===== config.mk =====
export PLATFORM = sky130hd
export DESIGN_NAME = ecpwm_mode
export DESIGN_NICKNAME = d
export VERILOG_FILES = /design/src/logic/ecpwm_pkg.sv /design/src/logic/ecpwm_mode.sv
export SDC_FILE = /design/constraint.sdc
export NUM_CORES = 1
export LEC_CHECK = 0
export BUFFER_PORTS_ARGS = -buffer_cell sky130_fd_sc_hd__buf_2
export CORE_MARGIN = 2
export CORE_UTILIZATION = 43
export CTS_CLUSTER_SIZE = 40
export DETAILED_ROUTE_END_ITERATION = 16
export PLACE_DENSITY = 0.63
export SLEW_MARGIN = 40
export SYNTH_ARGS = -nofsm -noshare
export SYNTH_HDL_FRONTEND = slang
export SYNTH_SLANG_ARGS = --single-unit
export TNS_END_PERCENT = 50

===== constraint.sdc =====
create_clock -name SYS_CLK -period 2.1 [get_ports SYS_CLK]
set_input_delay 0.315 -clock SYS_CLK [delete_from_list [all_inputs] [get_ports SYS_CLK]]
set_output_delay 0.315 -clock SYS_CLK [all_outputs]
set_load 0.05 [all_outputs]

===== src/logic/ecpwm_pkg.sv =====
package ecpwm_pkg;
  // register byte addresses
  localparam logic [7:0] OFS_CTRL = 8'h00;
  localparam logic [7:0] OFS_DUTY = 8'h04;
  localparam logic [7:0] OFS_DEADBAND = 8'h08;
  localparam logic [7:0] OFS_CFG = 8'h0c;
  localparam logic [7:0] OFS_MODE2 = 8'h10;
  localparam logic [7:0] OFS_FLAGS = 8'h14;
  localparam logic [7:0] OFS_CMP1 = 8'h18;
  localparam logic [7:0] OFS_CMP2 = 8'h1c;
  localparam logic [7:0] OFS_CAPTURE = 8'h20;
  localparam logic [7:0] OFS_STATUS = 8'h24;
  // reset values
  localparam logic [7:0] CTRL_RST = 8'h00;
  localparam logic [7:0] DUTY_RST = 8'h00;
  localparam logic [6:0] DEADBAND_RST = 7'h00;
  localparam logic [7:0] CFG_RST = 8'h00;
  localparam logic [3:0] MODE2_RST = 4'h0;
  localparam logic [15:0] CMP_RST = 16'h0000;
  // config register fields
  localparam int CFG_U1_SEC = 0;
  localparam int CFG_U2_SEC = 1;
  localparam int CFG_STEER_LSB = 4;
  // flag register fields
  localparam int FLAG_UNIT = 0;
  localparam int FLAG_SEC_OVF = 1;
  localparam int FLAG_UNIT2 = 2;
  // status register fields
  localparam int STAT_RUN = 0;
  localparam int STAT_CMP_PIN = 1;
  localparam int STAT_DIR = 2;
  // unit mode codes
  localparam logic [3:0] MODE_OFF = 4'h0;
  localparam logic [3:0] MODE_TOGGLE = 4'h2;
  localparam logic [3:0] CAP_FALL = 4'h4;
  localparam logic [3:0] CAP_RISE = 4'h5;
  localparam logic [3:0] CAP_RISE4 = 4'h6;
  localparam logic [3:0] CAP_RISE16 = 4'h7;
  localparam logic [3:0] CMP_SET = 4'h8;
  localparam logic [3:0] CMP_CLR = 4'h9;
  localparam logic [3:0] CMP_SOFT = 4'ha;
  localparam logic [3:0] CMP_SPECIAL = 4'hb;
  // output configuration codes
  localparam logic [1:0] CFG_SINGLE = 2'h0;
  localparam logic [1:0] CFG_FWD = 2'h1;
  localparam logic [1:0] CFG_HALF = 2'h2;
  localparam logic [1:0] CFG_REV = 2'h3;
  // capture prescale terminal counts and dead-band counter limit
  localparam logic [3:0] CAP_DIV4 = 4'h3;
  localparam logic [3:0] CAP_DIV16 = 4'hf;
  localparam logic [6:0] DB_MAX = 7'h7f;
  // bus responses
  localparam logic [1:0] RESP_OKAY = 2'h0;
  localparam logic [1:0] RESP_SLVERR = 2'h2;

  typedef struct packed {
    logic [1:0] output_config_field;
    logic [1:0] duty_low_bits;
    logic [3:0] unit_mode_field;
  } ctrl_t;

  typedef struct packed {
    logic [3:0] level;
    logic [3:0] own;
  } pins_t;

  typedef enum logic [1:0] {PWM_IDLE, PWM_WAIT, PWM_RUN} pwm_state_t;
endpackage


===== src/logic/ecpwm_mode.sv =====
// Implementation choices: the AXI4-Lite register port and the register offsets.
`timescale 1ns/100ps
// Summary of operation
// special-event match on unit using secondary timer resets that timer
// special-event match starts a conversion only if converter enabled
// software keeps timer synchronous for special-event reset to work
// timer write in same cycle as special reset wins, reset dropped
// second unit special reset never sets secondary overflow flag
// enhanced special event resets whichever 16-bit timer is selected
// non-PWM modes ignore output config; only A used, B-D port pins
// full-bridge forward: D modulated, A active, B and C inactive
// full-bridge reverse: B modulated, C active, A and D inactive
// half-bridge modulates A and B with dead band; single uses steering
// PWM duty is duty byte plus two low control bits, ten bits
// mode 0000 switches everything off and resets the unit
// mode 0010 toggles output pin on each compare match
// capture on falling, rising, every 4th or 16th rising edge
// modes 1000/1001 preset pin then set/clear on match, flag set
// mode 1010 flags match only, pin back to port control
// mode 1011 resets selected timer and sets unit flag on match
// PWM codes pick polarity: bit1 for A/C, bit0 for B/D, 1 low
// capture/compare use 16-bit timers, PWM uses period timer
// PWM output waits for start of a new period after enable
// software sets modes and port directions so pins drive out
// dead band delays activation; longer than duty keeps output inactive
// direction change: modulated off, steady switch now, resume next period
// reserved codes 0001 and 0011 leave unit fully inactive
module ecpwm_mode
  import ecpwm_pkg::*;
(
  // clock and reset
  input wire logic SYS_CLK,
  input wire logic RST_N,
  // register bus
  input wire logic [7:0] S_AXI_AWADDR,
  input wire logic S_AXI_AWVALID,
  output logic S_AXI_AWREADY,
  input wire logic [31:0] S_AXI_WDATA,
  input wire logic [3:0] S_AXI_WSTRB,
  input wire logic S_AXI_WVALID,
  output logic S_AXI_WREADY,
  output logic [1:0] S_AXI_BRESP,
  output logic S_AXI_BVALID,
  input wire logic S_AXI_BREADY,
  input wire logic [7:0] S_AXI_ARADDR,
  input wire logic S_AXI_ARVALID,
  output logic S_AXI_ARREADY,
  output logic [31:0] S_AXI_RDATA,
  output logic [1:0] S_AXI_RRESP,
  output logic S_AXI_RVALID,
  input wire logic S_AXI_RREADY,
  // 16-bit timer cores
  input wire logic [15:0] PRI_TIMER,
  input wire logic [15:0] SEC_TIMER,
  input wire logic PRI_TIMER_WR,
  input wire logic SEC_TIMER_WR,
  input wire logic SEC_TIMER_OVF,
  output logic PRI_TIMER_RST,
  output logic SEC_TIMER_RST,
  // period timer
  input wire logic PERIOD_START,
  input wire logic [9:0] PERIOD_PHASE,
  // converter
  input wire logic ADC_ON,
  output logic ADC_START,
  // pins
  input wire logic CAPTURE_PIN,
  output pins_t PINS
);

  ctrl_t ctrl;
  logic [7:0] duty_byte;
  logic [6:0] dead_band;
  logic [7:0] cfg;
  logic [3:0] mode2;
  logic [2:0] flags;
  logic [15:0] cmp1;
  logic [15:0] cmp2;
  logic [15:0] capture_val;
  logic aw_held;
  logic w_held;
  logic [7:0] aw_addr;
  logic [31:0] w_data;
  logic [3:0] w_strb;
  logic wr_do;
  logic [31:0] rd_mux;
  logic rd_ok;
  logic wr_ok;

  logic [3:0] mode;
  logic [3:0] mode_d;
  logic unit_off;
  logic is_capture;
  logic is_compare;
  logic is_pwm;
  logic [15:0] t1;
  logic [15:0] t2;
  logic eq1, eq1_d, eq2, eq2_d;
  logic match1, match2;
  logic special1, special2;
  logic cmp_pin;
  logic cap_s1, cap_s2, cap_s3;
  logic rise, fall;
  logic [3:0] cap_cnt;
  logic cap_event;
  pwm_state_t pwm_state;
  logic run;
  logic [9:0] duty_q;
  logic raw;
  logic dir_q;
  logic hold_mod;
  logic [1:0] src;
  logic [6:0] db_cnt [2];
  logic [1:0] db_out;
  logic [3:0] act;
  logic [3:0] own;
  logic [3:0] pol;

  // register bus: write side holds address and data until both are in
  assign S_AXI_AWREADY = !aw_held && !S_AXI_BVALID;
  assign S_AXI_WREADY = !w_held && !S_AXI_BVALID;
  assign wr_do = aw_held && w_held && !S_AXI_BVALID;
  assign S_AXI_ARREADY = !S_AXI_RVALID;

  always_ff @(posedge SYS_CLK or negedge RST_N) begin
    if (!RST_N) begin
      aw_held <= 1'b0;
      w_held <= 1'b0;
      aw_addr <= 8'h00;
      w_data <= 32'h0000_0000;
      w_strb <= 4'h0;
    end else if (wr_do) begin
      aw_held <= 1'b0;
      w_held <= 1'b0;
    end else begin
      if (S_AXI_AWVALID && S_AXI_AWREADY) begin
        aw_held <= 1'b1;
        aw_addr <= S_AXI_AWADDR;
      end
      if (S_AXI_WVALID && S_AXI_WREADY) begin
        w_held <= 1'b1;
        w_data <= S_AXI_WDATA;
        w_strb <= S_AXI_WSTRB;
      end
    end
  end

  always_comb begin
    wr_ok = 1'b1;
    case (aw_addr)
      OFS_CTRL, OFS_DUTY, OFS_DEADBAND, OFS_CFG, OFS_MODE2, OFS_FLAGS: wr_ok = 1'b1;
      OFS_CMP1, OFS_CMP2, OFS_CAPTURE, OFS_STATUS: wr_ok = 1'b1;
      default: wr_ok = 1'b0;
    endcase
  end

  always_ff @(posedge SYS_CLK or negedge RST_N) begin
    if (!RST_N) begin
      S_AXI_BVALID <= 1'b0;
      S_AXI_BRESP <= RESP_OKAY;
    end else if (wr_do) begin
      S_AXI_BVALID <= 1'b1;
      S_AXI_BRESP <= wr_ok ? RESP_OKAY : RESP_SLVERR;
    end else if (S_AXI_BREADY) begin
      S_AXI_BVALID <= 1'b0;
    end
  end

  // software registers; read-only offsets ignore writes
  always_ff @(posedge SYS_CLK or negedge RST_N) begin
    if (!RST_N) begin
      ctrl <= CTRL_RST;
      duty_byte <= DUTY_RST;
      dead_band <= DEADBAND_RST;
      cfg <= CFG_RST;
      mode2 <= MODE2_RST;
      cmp1 <= CMP_RST;
      cmp2 <= CMP_RST;
    end else if (wr_do) begin
      if (w_strb[0]) begin
        case (aw_addr)
          OFS_CTRL: ctrl <= w_data[7:0];
          OFS_DUTY: duty_byte <= w_data[7:0];
          OFS_DEADBAND: dead_band <= w_data[6:0];
          OFS_CFG: cfg <= w_data[7:0];
          OFS_MODE2: mode2 <= w_data[3:0];
          OFS_CMP1: cmp1[7:0] <= w_data[7:0];
          OFS_CMP2: cmp2[7:0] <= w_data[7:0];
          default: ;
        endcase
      end
      if (w_strb[1] && aw_addr == OFS_CMP1) begin
        cmp1[15:8] <= w_data[15:8];
      end
      if (w_strb[1] && aw_addr == OFS_CMP2) begin
        cmp2[15:8] <= w_data[15:8];
      end
    end
  end

  always_comb begin
    rd_mux = 32'h0000_0000;
    rd_ok = 1'b1;
    case (S_AXI_ARADDR)
      OFS_CTRL: rd_mux[7:0] = ctrl;
      OFS_DUTY: rd_mux[7:0] = duty_byte;
      OFS_DEADBAND: rd_mux[6:0] = dead_band;
      OFS_CFG: rd_mux[7:0] = cfg;
      OFS_MODE2: rd_mux[3:0] = mode2;
      OFS_FLAGS: rd_mux[2:0] = flags;
      OFS_CMP1: rd_mux[15:0] = cmp1;
      OFS_CMP2: rd_mux[15:0] = cmp2;
      OFS_CAPTURE: rd_mux[15:0] = capture_val;
      OFS_STATUS: rd_mux[2:0] = {dir_q, cmp_pin, run};
      default: rd_ok = 1'b0;
    endcase
  end

  always_ff @(posedge SYS_CLK or negedge RST_N) begin
    if (!RST_N) begin
      S_AXI_RVALID <= 1'b0;
      S_AXI_RDATA <= 32'h0000_0000;
      S_AXI_RRESP <= RESP_OKAY;
    end else if (S_AXI_ARVALID && S_AXI_ARREADY) begin
      S_AXI_RVALID <= 1'b1;
      S_AXI_RDATA <= rd_mux;
      S_AXI_RRESP <= rd_ok ? RESP_OKAY : RESP_SLVERR;
    end else if (S_AXI_RREADY) begin
      S_AXI_RVALID <= 1'b0;
    end
  end

  // mode decode; reserved codes fall in no group
  assign mode = ctrl.unit_mode_field;
  assign unit_off = (mode == MODE_OFF);
  assign is_capture = (mode[3:2] == 2'b01);
  assign is_compare = (mode == MODE_TOGGLE) || (mode[3:2] == 2'b10);
  assign is_pwm = (mode[3:2] == 2'b11);

  // capture/compare time bases; PWM never looks at these
  assign t1 = cfg[CFG_U1_SEC] ? SEC_TIMER : PRI_TIMER;
  assign t2 = cfg[CFG_U2_SEC] ? SEC_TIMER : PRI_TIMER;
  assign eq1 = (t1 == cmp1);
  assign eq2 = (t2 == cmp2);
  // one match per arrival at the compare value, not per cycle spent there
  assign match1 = eq1 && !eq1_d && is_compare;
  assign match2 = eq2 && !eq2_d && (mode2[3:2] == 2'b10);
  assign special1 = match1 && (mode == CMP_SPECIAL);
  assign special2 = match2 && (mode2 == CMP_SPECIAL);

  always_ff @(posedge SYS_CLK or negedge RST_N) begin
    if (!RST_N) begin
      eq1_d <= 1'b0;
      eq2_d <= 1'b0;
      mode_d <= MODE_OFF;
    end else begin
      eq1_d <= eq1;
      eq2_d <= eq2;
      mode_d <= mode;
    end
  end

  // special-event timer resets; a coinciding core write wins
  always_ff @(posedge SYS_CLK or negedge RST_N) begin
    if (!RST_N) begin
      PRI_TIMER_RST <= 1'b0;
      SEC_TIMER_RST <= 1'b0;
      ADC_START <= 1'b0;
    end else begin
      PRI_TIMER_RST <= ((special1 && !cfg[CFG_U1_SEC]) || (special2 && !cfg[CFG_U2_SEC]))
                       && !PRI_TIMER_WR;
      SEC_TIMER_RST <= ((special1 && cfg[CFG_U1_SEC]) || (special2 && cfg[CFG_U2_SEC]))
                       && !SEC_TIMER_WR;
      ADC_START <= (special1 || special2) && ADC_ON;
    end
  end

  // compare output level
  always_ff @(posedge SYS_CLK or negedge RST_N) begin
    if (!RST_N) begin
      cmp_pin <= 1'b0;
    end else if (unit_off) begin
      cmp_pin <= 1'b0;
    end else if (mode != mode_d) begin
      if (mode == CMP_SET) begin
        cmp_pin <= 1'b0;
      end else if (mode == CMP_CLR) begin
        cmp_pin <= 1'b1;
      end
    end else if (match1) begin
      case (mode)
        MODE_TOGGLE: cmp_pin <= !cmp_pin;
        CMP_SET: cmp_pin <= 1'b1;
        CMP_CLR: cmp_pin <= 1'b0;
        default: ;
      endcase
    end
  end

  // capture pin synchroniser plus an edge stage
  always_ff @(posedge SYS_CLK or negedge RST_N) begin
    if (!RST_N) begin
      cap_s1 <= 1'b0;
      cap_s2 <= 1'b0;
      cap_s3 <= 1'b0;
    end else begin
      cap_s1 <= CAPTURE_PIN;
      cap_s2 <= cap_s1;
      cap_s3 <= cap_s2;
    end
  end
  assign rise = cap_s2 && !cap_s3;
  assign fall = !cap_s2 && cap_s3;

  always_comb begin
    case (mode)
      CAP_FALL: cap_event = fall;
      CAP_RISE: cap_event = rise;
      CAP_RISE4: cap_event = rise && (cap_cnt == CAP_DIV4);
      CAP_RISE16: cap_event = rise && (cap_cnt == CAP_DIV16);
      default: cap_event = 1'b0;
    endcase
    if (mode != mode_d) begin
      cap_event = 1'b0;
    end
  end

  // prescaler restarts on any mode change so the first capture is honest
  always_ff @(posedge SYS_CLK or negedge RST_N) begin
    if (!RST_N) begin
      cap_cnt <= 4'h0;
      capture_val <= 16'h0000;
    end else if (!is_capture || mode != mode_d) begin
      cap_cnt <= 4'h0;
    end else begin
      if (rise) begin
        cap_cnt <= cap_event ? 4'h0 : cap_cnt + 4'h1;
      end
      if (cap_event) begin
        capture_val <= t1;
      end
    end
  end

  // sticky flags, write one to clear; a new event beats the clear
  always_ff @(posedge SYS_CLK or negedge RST_N) begin
    if (!RST_N) begin
      flags <= 3'h0;
    end else begin
      flags[FLAG_UNIT] <= (flags[FLAG_UNIT] && !(wr_do && aw_addr == OFS_FLAGS
                          && w_strb[0] && w_data[FLAG_UNIT])) || cap_event || match1;
      flags[FLAG_SEC_OVF] <= (flags[FLAG_SEC_OVF] && !(wr_do && aw_addr == OFS_FLAGS
                             && w_strb[0] && w_data[FLAG_SEC_OVF])) || SEC_TIMER_OVF;
      flags[FLAG_UNIT2] <= (flags[FLAG_UNIT2] && !(wr_do && aw_addr == OFS_FLAGS
                           && w_strb[0] && w_data[FLAG_UNIT2])) || match2;
    end
  end

  // PWM start waits for a period boundary
  always_ff @(posedge SYS_CLK or negedge RST_N) begin
    if (!RST_N) begin
      pwm_state <= PWM_IDLE;
      duty_q <= 10'h000;
    end else begin
      if (PERIOD_START) begin
        duty_q <= {duty_byte, ctrl.duty_low_bits};
      end
      case (pwm_state)
        PWM_IDLE: if (is_pwm) pwm_state <= PWM_WAIT;
        PWM_WAIT: begin
          if (!is_pwm) begin
            pwm_state <= PWM_IDLE;
          end else if (PERIOD_START) begin
            pwm_state <= PWM_RUN;
          end
        end
        PWM_RUN: if (!is_pwm) pwm_state <= PWM_IDLE;
        default: pwm_state <= PWM_IDLE;
      endcase
    end
  end
  assign run = (pwm_state == PWM_RUN);
  assign raw = run && (PERIOD_PHASE < duty_q);

  // full-bridge direction; steady pins flip at once, modulation waits
  always_ff @(posedge SYS_CLK or negedge RST_N) begin
    if (!RST_N) begin
      dir_q <= 1'b0;
      hold_mod <= 1'b0;
    end else if (is_pwm && ctrl.output_config_field[0]) begin
      if (ctrl.output_config_field[1] != dir_q) begin
        dir_q <= ctrl.output_config_field[1];
        hold_mod <= 1'b1;
      end else if (PERIOD_START) begin
        hold_mod <= 1'b0;
      end
    end else begin
      dir_q <= ctrl.output_config_field[1];
      hold_mod <= 1'b0;
    end
  end

  // dead band: each half-bridge output counts cycles before going active
  assign src = {run && !raw, raw};
  for (genvar i = 0; i < 2; i++) begin : g_db
    always_ff @(posedge SYS_CLK or negedge RST_N) begin
      if (!RST_N) begin
        db_cnt[i] <= 7'h00;
      end else if (!src[i]) begin
        db_cnt[i] <= 7'h00;
      end else if (db_cnt[i] != DB_MAX) begin
        db_cnt[i] <= db_cnt[i] + 7'h01;
      end
    end
    assign db_out[i] = src[i] && (db_cnt[i] >= dead_band);
  end

  // pin steering, bit order D C B A
  always_comb begin
    act = 4'h0;
    own = 4'h0;
    pol = 4'h0;
    if (is_pwm) begin
      pol = {mode[0], mode[1], mode[0], mode[1]};
      case (ctrl.output_config_field)
        CFG_SINGLE: begin
          own = cfg[CFG_STEER_LSB +: 4];
          act = {4{raw}} & own;
        end
        CFG_HALF: begin
          own = 4'h3;
          act = {2'b00, db_out[1], db_out[0]};
        end
        default: begin
          own = 4'hf;
          if (!dir_q) begin
            act = {raw && !hold_mod, 1'b0, 1'b0, run};
          end else begin
            act = {1'b0, run, raw && !hold_mod, 1'b0};
          end
        end
      endcase
    end else if (is_compare && mode != CMP_SOFT) begin
      own = 4'h1;
      act = {3'b000, cmp_pin};
    end else begin
      own = 4'h0;
    end
  end

  always_ff @(posedge SYS_CLK or negedge RST_N) begin
    if (!RST_N) begin
      PINS <= '0;
    end else begin
      PINS.level <= act ^ pol;
      PINS.own <= own;
    end
  end
endmodule // ecpwm_mode


==> metrics.yaml <==
syn_avg_cell_area_um2: 10.9
cts.sinks: 187
rsz0062_at_grt: "true"
slowest_stage: "dfrtp_2"
place_ws_ns: -0.140
clk_latency_ns: 0.43
post_cts_buffers: 0
drv_cap: 0
grtUsageTotal_pct: 21.9
fp.dieH_um: 153
p_per_area_nw_per_um2: 890
start_util_pct: 43.9
start_kind: "flip-flop"
synth-main-ff-cell: "dfrtp_1"
overflow: 0
portBuffers: 122
vias: 7427
drt-total-wl_mm: 25.3
path_cells: "buf_12 > mux2i_4 > xnor2_1 > nor4_2 > buf_4 > nor4b_4 > nand2b_1 > mux2i_1"
wire_per_inst_um: 18.8
htreeDepth: 4
synth_area_um2: 9600
area.growth.synth_to_final_pct: 22.0
worst_slack_ns: -0.0803
synth-seq-area-share_pct: 48.7
slew_headroom_pct: 60.1
finalHoldViolations: 0
crit_family: "simple AND/OR/NAND/NOR gates"
crit_buf_inv: 2
finalNetCount: 1188
ys_types: 71
clock_path_buffers: 2
synth_edf_count: 0
dp_hpwl_mm: 19.2
period_needed_ns: 2.18
die_w_um: 153
pin_count: 159
worst_setup_path_end_kind: "flip-flop"
cts_tree: "built"
max_stage_delay_ns: 0.46
timing.hold.ws_ns: 0.0293
peakVddDrop_v: 0.000707
rows: 54
fin_area_um2: 11700
finalCritPeriodShare_pct: 104
grt_max_degree: 49
p_leak_uw: 0.00541
power.total_uw: 10400
drt-vias-per-instance: 5.51
post-route-drc-count: 0
gp_congestion: 0.867
clk_pin_slew_ns: 0.07
ys_async_sr_fraction_pct: 100
drtIter0Drc: 638
cp.arrival_ns: 2.50
cp_max_fo: 6
holdCritPathClass: "input pin to flip-flop"
report.final.slew_viol_count: 0
finalSetupViolations: 4
synth-seq-cells: 187
die-area_um2: 23500
violations: "setup timing"
crit_type: "flip-flop to flip-flop"
grt_pass1_wl_mm: 40.2
nFillCells: 1921
max_freq_mhz: 459
finish.utilization_pct: 53.5
tightest_slew_ns: 0.599
ys_warn_count: 0
grt_pass1_vias: 7362
finClkSkew_ns: 0.00856
cts_buffers: 17
postRouteAntennaNets: 0
drive_gt1_share_pct: 33.6
coreArea_um2: 21900
antenna_found_initial: 2
first_pass_iters: 7
cp.required_ns: 2.42
root_buffer: "clkbuf_16"
status: "complete, but fails checks"
synth_cells: 878
place_area_um2: 11000
-- cell usage after synthesis (4+ instances only) --
cell	number	area, µm²
dfrtp_1	187	4680
mux2_2	98	1100
nand2_1	76	285
o21ai_0	62	310
nor2_1	46	173
mux2i_1	39	390
inv_1	28	105
clkbuf_1	26	97.6
ha_1	26	325
xor2_1	25	219
a21oi_1	23	115
nand3_1	20	100
xnor2_1	20	175
buf_4	19	143
nand4_1	14	87.6
nand2b_1	12	75.1
a222oi_1	11	110
buf_2	10	50.1
nor3_1	10	50.1
nor4_1	9	56.3
a21o_1	7	52.6
a22o_1	7	61.3
and3_1	7	43.8
a211oi_1	6	45.0
a22oi_1	6	45.0
a31oi_1	5	31.3
and2_1	5	31.3
o22ai_1	5	31.3
a32o_1	4	40.0
nor2b_1	4	25.0
nor4b_1	4	35.0
or3_1	4	25.0
-- per-stage QoR --
step,cells,setup TNS [ns]
detailed placement,1313,-0.457
floorplan,895,0
global placement,1313,-0.412
global route,1349,-0.565
CTS,1347,-0.0932
finish,1349,-0.180
-- timing repair --
action,4_1_cts,5_1_grt
hold buffers,2,0
gates cloned,0,1
gates resized for setup,7,17
pin swaps,0,10
hold endpoints to repair,43,0
setup endpoints to repair,5,9
-- registers in the layout (all words and copies together) (netlist names), 2 cells and up --
signal	count
PINS	8
S_AXI_RDATA	16
aw_addr	8
cap_cnt	4
capture_val	16
cfg	8
cmp1	16
cmp2	16
ctrl	4
db_cnt	14
dead_band	7
duty_byte	8
duty_q	10
flags	3
mode	4
mode2	4
mode_d	4
pwm_state	2
w_data	16
w_strb	2
-- cell usage in the layout (no fill, tap or decap), types with 18 or more instances in the layout --
cell / instances
nand2_1: 76
ha_1: 25
mux2i_1: 30
a21oi_1: 22
nand3_1: 20
inv_1: 27
buf_2: 121
buf_4: 67
xor2_1: 25
dfrtp_1: 185
o21ai_0: 62
mux2_2: 98
clkbuf_16: 18
conb_1: 18
xnor2_1: 20
nor2_1: 44
-- per-layer routing --
layer	track usage, %	wire, µm
met4	6.42	398
met2	34.2	11900
met3	4.71	1620
met5	0	0
met1	30.8	11400
-- final cells by class --
| class | instances | area (µm²) | area share [%] |
|---|---|---|---|
| flip-flops and latches | 187 | 4680 | 40.0 |
| well taps | 280 | 350 | 2.99 |
| inverters | 28 | 105 | 0.897 |
| repair buffers | 199 | 1300 | 11.1 |
| multi-input cells | 622 | 4700 | 40.1 |
| diodes | 1 | 2.50 | 0.0214 |
| clock inverters | 11 | 109 | 0.929 |
| clock buffers | 21 | 470 | 4.01 |
-- report_power, final --
part	internal, µW	switching (µW)
logic	1140	1300
registers	4140	705
clock network	1740	1400
total	7020	3410
-- path summary, 6_finish.rpt --
check                                   start                        to  slack [ns]  cells after the start
min reg2reg                  cap_s1$_DFF_PN0_          cap_s2$_DFF_PN0_        0.35                      0
min                              SEC_TIMER_WR   SEC_TIMER_RST$_DFF_PN0_        0.03                      2
max reg2reg                cfg[0]$_DFFE_PN0P_       cmp_pin$_DFFE_PN0P_       -0.08                      8
min in group asynchronous               RST_N         dir_q$_DFFE_PN0P_        0.41                      2
max in group asynchronous               RST_N  dead_band[3]$_DFFE_PN0P_        1.03                      3
max                        cfg[0]$_DFFE_PN0P_       cmp_pin$_DFFE_PN0P_       -0.08                      8
-- worst reg2reg max path, delay by kind of cell, from the launching register on --
| family | cells | cell delay, ns |
|---|---|---|
| DFF | 1 | 0.46 |
| xor gates and xnor gates | 1 | 0.11 |
| and+or+nand+nor | 3 | 0.76 |
| buffers and inverters | 2 | 0.33 |
| muxes | 2 | 0.40 |
-- cells by family after synthesis --
family | Yosys count | synth area share [%]
compound gates | 162 | 11.1
xor+xnor | 45 | 4.10
fa+ha+maj | 26 | 3.39
buf+inv | 86 | 4.39
flops | 187 | 48.7
mux | 138 | 15.8
other cells | 1 | 0.0391
simple gates | 233 | 12.5
No activity file was read; power rests on OpenSTA's default activity.
